File: config.mk
export PLATFORM = sky130hd
export DESIGN_NAME = eeprom_host_ctrl
export DESIGN_NICKNAME = d
export VERILOG_FILES = /design/src/eeprom_host_pkg.sv /design/src/eeprom_host_ctrl.sv
export SDC_FILE = /design/constraint.sdc
export NUM_CORES = 1
export LEC_CHECK = 0
export BUFFER_PORTS_ARGS = -buffer_cell sky130_fd_sc_hd__buf_2
export CAP_MARGIN = 20
export CELL_PAD_IN_SITES_DETAIL_PLACEMENT = 0
export CELL_PAD_IN_SITES_GLOBAL_PLACEMENT = 1
export CORE_UTILIZATION = 41
export CTS_CLUSTER_SIZE = 8
export DETAILED_ROUTE_END_ITERATION = 6
export PLACE_DENSITY_LB_ADDON = 0.05
export SYNTH_ARGS = -nofsm -noshare
export SYNTH_HDL_FRONTEND = slang
export SYNTH_SLANG_ARGS = --single-unit
File: constraint.sdc
create_clock -name i_clk -period 2.4 [get_ports i_clk]
set_input_delay 0.24 -clock i_clk [delete_from_list [all_inputs] [get_ports i_clk]]
set_output_delay 0.24 -clock i_clk [all_outputs]
set_load 0.01 [all_outputs]
File: src/eeprom_host_pkg.sv
// constants and carrier types for the two-wire memory controller
// assumes one system clock at 250 MHz; the serial clock is divided from it
package eeprom_host_pkg;

  // system clock and serial clock timing
  localparam int CLK_PERIOD_NS = 4;
  localparam int SCL_PERIOD_NS = 2500;
  // each serial bit is four quarters; rounding down can put the rate slightly above 400 kHz
  localparam int QUARTER_CYC = SCL_PERIOD_NS / (4 * CLK_PERIOD_NS);
  // a quarter must outlast the output flop plus the two-flop input synchroniser
  localparam int QUARTER_MIN = 4;

  // device address word layout
  localparam logic [3:0] DEV_TYPE_CODE = 4'ha;
  localparam logic RW_READ = 1'b1;
  localparam logic RW_WRITE = 1'b0;

  // bit positions inside one serial byte slot
  localparam logic [3:0] LAST_DATA_BIT = 4'h7;
  localparam logic [3:0] ACK_SLOT = 4'h8;
  localparam logic [1:0] PH_SET = 2'h1;
  localparam logic [1:0] PH_RISE = 2'h2;
  localparam logic [1:0] PH_LAST = 2'h3;

  // page of eight bytes: a write burst is at most one page
  localparam int PAGE_BITS = 3;
  localparam logic [7:0] PAGE_MASK = 8'h07;

  typedef enum logic [2:0] {
    OP_WRITE = 3'h0,
    OP_READ_CUR = 3'h1,
    OP_READ_RAND = 3'h2,
    OP_POLL = 3'h3,
    OP_RECOVER = 3'h4
  } op_t;

  typedef enum logic [1:0] {
    TX_DEVW = 2'h0,
    TX_ADDR = 2'h1,
    TX_DATA = 2'h2,
    TX_DEVR = 2'h3
  } tx_kind_t;

  typedef struct packed {
    op_t op;
    logic [2:0] chip_select_strap;
    logic [7:0] word_addr;
    logic [7:0] count_m1;
  } cmd_t;

  typedef struct packed {
    logic acked;
    logic nacked;
  } result_t;

endpackage : eeprom_host_pkg

File: src/eeprom_host_ctrl.sv
// controller that drives a two-wire 256-byte memory through its clock and data pins
// assumes a pull-up on the data line and that no other controller shares the bus
// Notes on behaviour
// - data line changes only while clock is low, except start and stop
// - start is data falling with clock high; one precedes every command
// - stop is data rising with clock high; ends read into standby
// - words are eight bits, msb first; receiver pulls data low on ninth clock
// - recovery: start, nine clocks, start, stop; then ready for new transfer
// - device address word begins with the pattern one, zero, one, zero
// - address word lsb: one starts a read, zero a write
// - byte write: word address, one data byte, each acknowledged, then stop
// - page write: up to seven more bytes after first, then stop
// - polling: start plus address word, acknowledged only after write completes
// - current read: controller answers byte with no acknowledge then stop
// - random read: dummy write of word address, repeated start, current read
// - controller acknowledges to continue reading; no acknowledge plus stop ends
`timescale 1ns/1ns
`default_nettype none

module eeprom_host_ctrl #(
  parameter int QUARTER_CYC = eeprom_host_pkg::QUARTER_CYC
) (
  // clock and reset
  input wire logic i_clk,
  input wire logic i_arst_n,
  // command request and completion
  input wire logic i_cmd_valid,
  input wire eeprom_host_pkg::cmd_t i_cmd,
  output logic o_cmd_ready,
  output logic o_busy,
  output logic o_done,
  output eeprom_host_pkg::result_t o_result,
  // write data stream
  input wire logic i_wr_valid,
  input wire logic [7:0] i_wr_data,
  output logic o_wr_ready,
  // read data stream
  output logic o_rd_valid,
  output logic [7:0] o_rd_data,
  // serial pins
  output logic o_scl,
  input wire logic i_sda,
  output logic o_sda,
  output logic o_sda_oe_n
);

  if (QUARTER_CYC < eeprom_host_pkg::QUARTER_MIN)
  begin : g_bad_quarter
    $error("QUARTER_CYC too small for the input synchroniser");
  end

  typedef enum logic [6:0] {
    S_IDLE = 7'h01,
    S_START = 7'h02,
    S_TX = 7'h04,
    S_RX = 7'h08,
    S_WAIT_WR = 7'h10,
    S_STOP = 7'h20,
    S_CLK9 = 7'h40
  } state_t;

  localparam int TW = $clog2(QUARTER_CYC + 1);
  localparam logic [TW-1:0] QUARTER_LAST = TW'(QUARTER_CYC - 1);

  state_t state_r;
  eeprom_host_pkg::cmd_t cmd_r;
  eeprom_host_pkg::tx_kind_t tx_kind_r;
  logic [TW-1:0] tick_r;
  logic [1:0] phase_r;
  logic [3:0] bit_cnt_r;
  logic [7:0] shift_r;
  logic [7:0] cnt_r;
  logic second_r;
  logic rec_stage_r;
  logic ack_low_r;
  logic sda_meta_r;
  logic sda_sync_r;
  logic scl_nxt;
  logic sda_rel_nxt;
  logic bit_val;
  logic quarter_end;
  logic prim_end;
  logic sample_pt;
  logic slot_end;
  logic timed;
  logic [7:0] dev_word;

  assign timed = (state_r != S_IDLE) && (state_r != S_WAIT_WR);
  assign quarter_end = timed && (tick_r == QUARTER_LAST);
  assign prim_end = quarter_end && (phase_r == eeprom_host_pkg::PH_LAST);
  assign sample_pt = quarter_end && (phase_r == eeprom_host_pkg::PH_RISE);
  assign slot_end = prim_end && (bit_cnt_r == eeprom_host_pkg::ACK_SLOT);

  assign o_cmd_ready = (state_r == S_IDLE);
  assign o_busy = (state_r != S_IDLE);
  // the byte is only offered once the clock has really gone low, so the stall is visible on the wire
  assign o_wr_ready = (state_r == S_WAIT_WR) && !o_scl;
  // open drain: the pin is only ever pulled low
  assign o_sda = 1'b0;

  // address word: fixed type, straps, direction
  assign dev_word = {eeprom_host_pkg::DEV_TYPE_CODE,
                     cmd_r.chip_select_strap,
                     ((cmd_r.op == eeprom_host_pkg::OP_READ_CUR) || second_r) ?
                     eeprom_host_pkg::RW_READ : eeprom_host_pkg::RW_WRITE};

  // pin input crosses into the system clock through two flops
  always_ff @(posedge i_clk or negedge i_arst_n)
  begin
    if (!i_arst_n)
    begin
      sda_meta_r <= 1'b1;
      sda_sync_r <= 1'b1;
    end
    else
    begin
      sda_meta_r <= i_sda;
      sda_sync_r <= sda_meta_r;
    end
  end

  // quarter-bit timebase
  always_ff @(posedge i_clk or negedge i_arst_n)
  begin
    if (!i_arst_n)
    begin
      tick_r <= '0;
      phase_r <= '0;
    end
    else if (!timed)
    begin
      tick_r <= '0;
      phase_r <= '0;
    end
    else if (quarter_end)
    begin
      tick_r <= '0;
      phase_r <= phase_r + 2'h1;
    end
    else
    begin
      tick_r <= tick_r + TW'(1);
    end
  end

  // level released on the data line for the current bit slot
  always_comb
  begin
    bit_val = 1'b1;
    case (state_r)
      S_TX: bit_val = (bit_cnt_r == eeprom_host_pkg::ACK_SLOT) ? 1'b1 : shift_r[7];
      S_RX: bit_val = (bit_cnt_r == eeprom_host_pkg::ACK_SLOT) ? (cnt_r == 8'h00) : 1'b1;
      default: bit_val = 1'b1;
    endcase
  end

  // pin shapes; data moves in the set quarter with the clock low, and in start and stop also in the last quarter with it high
  always_comb
  begin
    scl_nxt = o_scl;
    sda_rel_nxt = o_sda_oe_n;
    case (state_r)
      S_IDLE:
      begin
        scl_nxt = 1'b1;
        sda_rel_nxt = 1'b1;
      end
      S_WAIT_WR:
      begin
        scl_nxt = 1'b0;
      end
      S_START:
      begin
        scl_nxt = phase_r[1];
        if (phase_r == eeprom_host_pkg::PH_SET)
          sda_rel_nxt = 1'b1;
        else if (phase_r == eeprom_host_pkg::PH_LAST)
          sda_rel_nxt = 1'b0;
      end
      S_STOP:
      begin
        scl_nxt = phase_r[1];
        if (phase_r == eeprom_host_pkg::PH_SET)
          sda_rel_nxt = 1'b0;
        else if (phase_r == eeprom_host_pkg::PH_LAST)
          sda_rel_nxt = 1'b1;
      end
      S_TX, S_RX, S_CLK9:
      begin
        scl_nxt = phase_r[1];
        if (phase_r == eeprom_host_pkg::PH_SET)
          sda_rel_nxt = bit_val;
      end
      default:
      begin
        scl_nxt = 1'b1;
        sda_rel_nxt = 1'b1;
      end
    endcase
  end

  always_ff @(posedge i_clk or negedge i_arst_n)
  begin
    if (!i_arst_n)
    begin
      o_scl <= 1'b1;
      o_sda_oe_n <= 1'b1;
    end
    else
    begin
      o_scl <= scl_nxt;
      o_sda_oe_n <= sda_rel_nxt;
    end
  end

  // bit counter within a byte slot; slot nine carries the acknowledge
  always_ff @(posedge i_clk or negedge i_arst_n)
  begin
    if (!i_arst_n)
      bit_cnt_r <= '0;
    else if (!timed || slot_end)
      bit_cnt_r <= '0;
    else if (prim_end && (state_r != S_START) && (state_r != S_STOP))
      bit_cnt_r <= bit_cnt_r + 4'h1;
  end

  // acknowledge from the device, taken while the clock is high
  always_ff @(posedge i_clk or negedge i_arst_n)
  begin
    if (!i_arst_n)
      ack_low_r <= 1'b0;
    else if (sample_pt && (state_r == S_TX) && (bit_cnt_r == eeprom_host_pkg::ACK_SLOT))
      ack_low_r <= ~sda_sync_r;
  end

  // read data out, one pulse per received byte
  always_ff @(posedge i_clk or negedge i_arst_n)
  begin
    if (!i_arst_n)
    begin
      o_rd_valid <= 1'b0;
      o_rd_data <= 8'h00;
    end
    else
    begin
      o_rd_valid <= prim_end && (state_r == S_RX) &&
                    (bit_cnt_r == eeprom_host_pkg::LAST_DATA_BIT);
      if (prim_end && (state_r == S_RX) && (bit_cnt_r == eeprom_host_pkg::LAST_DATA_BIT))
        o_rd_data <= shift_r;
    end
  end

  // command sequencer
  always_ff @(posedge i_clk or negedge i_arst_n)
  begin
    if (!i_arst_n)
    begin
      state_r <= S_IDLE;
      cmd_r <= '0;
      tx_kind_r <= eeprom_host_pkg::TX_DEVW;
      shift_r <= 8'h00;
      cnt_r <= 8'h00;
      second_r <= 1'b0;
      rec_stage_r <= 1'b0;
      o_done <= 1'b0;
      o_result <= '0;
    end
    else
    begin
      o_done <= 1'b0;
      case (state_r)
        S_IDLE:
        begin
          if (i_cmd_valid)
          begin
            cmd_r <= i_cmd;
            // a write burst never exceeds one page
            cnt_r <= (i_cmd.op == eeprom_host_pkg::OP_WRITE) ?
                     (i_cmd.count_m1 & eeprom_host_pkg::PAGE_MASK) : i_cmd.count_m1;
            second_r <= 1'b0;
            rec_stage_r <= 1'b0;
            o_result <= '0;
            state_r <= S_START;
          end
        end
        S_START:
        begin
          if (prim_end)
          begin
            if (cmd_r.op == eeprom_host_pkg::OP_RECOVER)
            begin
              state_r <= rec_stage_r ? S_STOP : S_CLK9;
              rec_stage_r <= 1'b1;
            end
            else
            begin
              shift_r <= dev_word;
              tx_kind_r <= dev_word[0] ? eeprom_host_pkg::TX_DEVR : eeprom_host_pkg::TX_DEVW;
              state_r <= S_TX;
            end
          end
        end
        S_CLK9:
        begin
          if (slot_end)
            state_r <= S_START;
        end
        S_TX:
        begin
          if (prim_end && (bit_cnt_r < eeprom_host_pkg::ACK_SLOT))
            shift_r <= {shift_r[6:0], 1'b0};
          if (slot_end)
          begin
            if (!ack_low_r)
            begin
              // no answer: busy writing or not present; give up with a stop
              o_result.nacked <= 1'b1;
              state_r <= S_STOP;
            end
            else
            begin
              case (tx_kind_r)
                eeprom_host_pkg::TX_DEVW:
                begin
                  if (cmd_r.op == eeprom_host_pkg::OP_POLL)
                  begin
                    o_result.acked <= 1'b1;
                    state_r <= S_STOP;
                  end
                  else
                  begin
                    shift_r <= cmd_r.word_addr;
                    tx_kind_r <= eeprom_host_pkg::TX_ADDR;
                  end
                end
                eeprom_host_pkg::TX_ADDR:
                begin
                  if (cmd_r.op == eeprom_host_pkg::OP_READ_RAND)
                  begin
                    second_r <= 1'b1;
                    state_r <= S_START;
                  end
                  else
                  begin
                    state_r <= S_WAIT_WR;
                  end
                end
                eeprom_host_pkg::TX_DATA:
                begin
                  if (cnt_r == 8'h00)
                  begin
                    o_result.acked <= 1'b1;
                    state_r <= S_STOP;
                  end
                  else
                  begin
                    cnt_r <= cnt_r - 8'h01;
                    state_r <= S_WAIT_WR;
                  end
                end
                default:
                begin
                  state_r <= S_RX;
                end
              endcase
            end
          end
        end
        S_WAIT_WR:
        begin
          if (i_wr_valid && o_wr_ready)
          begin
            shift_r <= i_wr_data;
            tx_kind_r <= eeprom_host_pkg::TX_DATA;
            state_r <= S_TX;
          end
        end
        S_RX:
        begin
          if (sample_pt && (bit_cnt_r < eeprom_host_pkg::ACK_SLOT))
            shift_r <= {shift_r[6:0], sda_sync_r};
          if (slot_end)
          begin
            if (cnt_r == 8'h00)
            begin
              o_result.acked <= 1'b1;
              state_r <= S_STOP;
            end
            else
            begin
              cnt_r <= cnt_r - 8'h01;
            end
          end
        end
        S_STOP:
        begin
          if (prim_end)
          begin
            o_done <= 1'b1;
            state_r <= S_IDLE;
          end
        end
        default:
        begin
          state_r <= S_IDLE;
        end
      endcase
    end
  end

endmodule : eeprom_host_ctrl

`default_nettype wire

==> results.yml <==
run_status:
  status: "finished with violations"
  violations: "negative hold slack"
worst_setup_path:
  crit_fanout: 3
  cp-end-kind: "flop"
  r2r-end: "cnt_r[6]$_DFFE_PN0P_"
  slowest_stage: "or4_4"
  critPathBufInv: 1
  ff2ff_path_depth: 7
  crit_family: "simple AND/OR/NAND/NOR gates"
  slowest_delay_ps: 550
  cp_data_arrival_time_ps: 2580
  worst-path-stages: 7
  cp-start-kind: "flop"
  crit_start: "state_r[1]$_DFFE_PN0P_"
  worstPathCellList: "or4_4 -> or3_4 -> a221oi_4 -> buf_4 -> o2111ai_4 -> o311ai_2 -> nand2_1"
  critPathKind: "reg2reg"
  ff2ff_setup_slack_ps: 60
  crit_end: "cnt_r[6]$_DFFE_PN0P_"
  cp.required_ps: 2640
  r2r-start: "state_r[1]$_DFFE_PN0P_"
global_route:
  grt_pass1_vias: 3404
  antenna_found_initial: 0
  grtUsageTotal_pct: 22.9
  grt_max_degree: 73
  grt_pass1_wl_um: 17600
  gr-total-overflow: 0
yosys:
  yosysSeqAreaShare_pct: 45.2
  yosys_most_used_dff: "dfrtp_1"
  syn_nets: 439
  yosys_warnings: 0
  syn_inst: 397
  syn_avg_cell_area_um2: 10.1
  ys_types: 73
  synth_seq_cells: 72
  syn-cell-area_mm2: 0.00400
  async_reset_ff_share_pct: 100
  synth_edf_count: 0
drt:
  viasPerCell: 5.46
  ant_nets: 0
  vias: 3469
  drtIter0Drc: 169
  dr.pass1.iters: 4
  drc: 0
  wl_per_cell_um: 16.7
  drt_wl_total_um: 10600
pwr:
  seqPwrFrac_pct: 35.7
  clkPwrFrac_pct: 19.2
  p_switching_mw: 2.02
  peakVddDrop_v: 0.000392
  internal_power_mw: 3.25
  p_sw_share_pct: 38.4
  comb_power_share_pct: 45.0
  powerDensity_mw_per_mm2: 1030
  leakage_nw: 2.29
  fin_total_pwr_mw: 5.27
final_layout:
  layout-drive-gt1-share_pct: 38.5
  fin_cells: 635
  fin_nets: 543
  area_growth_pct: 27.4
  n_antenna_cell: 0
clocking:
  h-tree-depth: 3
  cts_buffer_depth: 2
  cts_tree: "yes"
  cts_buffers: 9
  cts_root_buf: "clkbuf_8"
  clk-insertion-delay-late_ps: 360
  cts.reportedPaths.clkPinSlew_ps: 90
  cts.sinks: 72
timing:
  fin_ws_ps: 61.6
  slew_headroom_pct: 37.9
  layout_min_cycle_time_ps: 2340
  final_max_slew_viol_count: 0
  fmax_ghz: 0.428
  setup_viol: 0
  fin_crit_sh_pct: 97.4
  fin_skew_ps: 9.41
  final.setup.tns_ps: 0
  hold_viol_final: 5
  rsz0062_at_grt: "true"
  whs_ps: -19.6
  worst_slew_pin_slew_ps: 931
floorplan:
  core_mm2: 0.00937
  core.rowCount: 35
  start_util_pct: 42.7
  fp.dieH_um: 101
  fp.dieW_um: 101
  pin_count: 53
  die_area_mm2: 0.0102
run:
  maxCapViolCount: 0
placement:
  placed_cells: 614
  finalWeightedCongestion: 0.844
  portBuffers: 51
  dpl_worst_slack_ps: 14.9
  place_hpwl_um: 7850
hold_path:
  hp-class: "in2async"
layout make-up:
class | count | area (um^2)
sequential | 72 | 1810
multi-input combinational | 293 | 2150
clock buffer | 9 | 124
clock inverter | 7 | 77.6
timing repair buffer | 110 | 719
fill | 919 | 4270
tap | 129 | 161
inverter | 15 | 56.3
through the flow:
stage | utilization, % | cell area [um^2]
3_5_place_dp | 50.8 | 4760
4_1_cts | 53.0 | 4970
5_1_grt | 54.4 | 5100
2_1_floorplan | - | 4010
6_report | 54.4 | 5100
3_3_place_gp | 50.8 | 4760
worst min path at each step:
stage | from | end | depth (start not counted)
after floorplan | i_arst_n | ack_low_r$_DFFE_PN0P_ | 0
after global placement | i_sda | sda_meta_r$_DFF_PN1_ | 1
after detailed placement | i_sda | sda_meta_r$_DFF_PN1_ | 1
after CTS | i_arst_n | state_r[2]$_DFFE_PN0P_ | 1
after global routing | i_arst_n | state_r[2]$_DFFE_PN0P_ | 1
final | i_arst_n | state_r[2]$_DFFE_PN0P_ | 1
state kept, by name, indices dropped and copies added (netlist names), 2 cells and up:
| signal | cells |
|---|---|
| bit_cnt_r | 4 |
| cmd_r | 14 |
| cnt_r | 8 |
| o_rd_data | 8 |
| o_result | 2 |
| phase_r | 2 |
| shift_r | 8 |
| state_r | 7 |
| tick_r | 8 |
| tx_kind_r | 2 |
cell families after synthesis:
| logic type | after synthesis | synth area share (%) |
|---|---|---|
| compound gates | 92 | 17.6 |
| xor+xnor | 10 | 2.19 |
| fa+ha+maj | 7 | 2.19 |
| buf+inv | 32 | 3.56 |
| flops | 72 | 45.2 |
| mux | 29 | 8.09 |
| other cells | 1 | 0.0937 |
| simple gates | 154 | 21.1 |
routing by layer:
layer	GRT usage, %	part of all wire [%]	vias up
li1	-	-	1676
met2	36.8	47	74
met4	8.58	1.6	0
met3	2.91	3.9	11
met5	0	0	-
met1	31.7	47	1708
power groups by stage:
| stage | clock (mW) | sequential (mW) | combinational [mW] |
|---|---|---|---|
| finish | 1.01 | 1.88 | 2.37 |
| detailed placement | 0 | 1.89 | 2.25 |
| global route | 1.09 | 1.94 | 2.63 |
| floorplan | 0 | 1.79 | 1.50 |
| global placement | 0 | 1.88 | 2.22 |
| CTS | 1.04 | 1.87 | 2.26 |
synthesized netlist by cell type, types with 6 or more instances:
cell      number  share of area (%)
xor2_1         6                1.3
o21ai_0       20                2.5
nand3_1       16                2.0
inv_1         15                1.4
dfrtp_1       67                 42
nor3_1         7               0.87
nand4_1        7                1.1
a21oi_1       13                1.6
nor2_1        39                3.7
nor4_1         6               0.94
clkbuf_1      10               0.94
nand2_1       28                2.6
and3_1         7                1.1
ha_1           7                2.2
mux2_2        27                7.6
layout by cell type (no fill, tap or decap), drive strengths merged, types with 9 or more instances in the layout:
cell	instances
a21oi	17
buf	109
clkbuf	9
dfrtp	67
inv	18
mux2	27
nand2	29
nand3	16
nor2	39
o21ai	22
repair_timing:
action,CTS,global route
gates resized for setup,1,23
endpoints found under the setup margin,6,36
endpoints found under the hold margin,1,0
setup buffers,0,4
pin swaps,0,10
hold buffers,1,0
(Power assumes the default switching activity.)
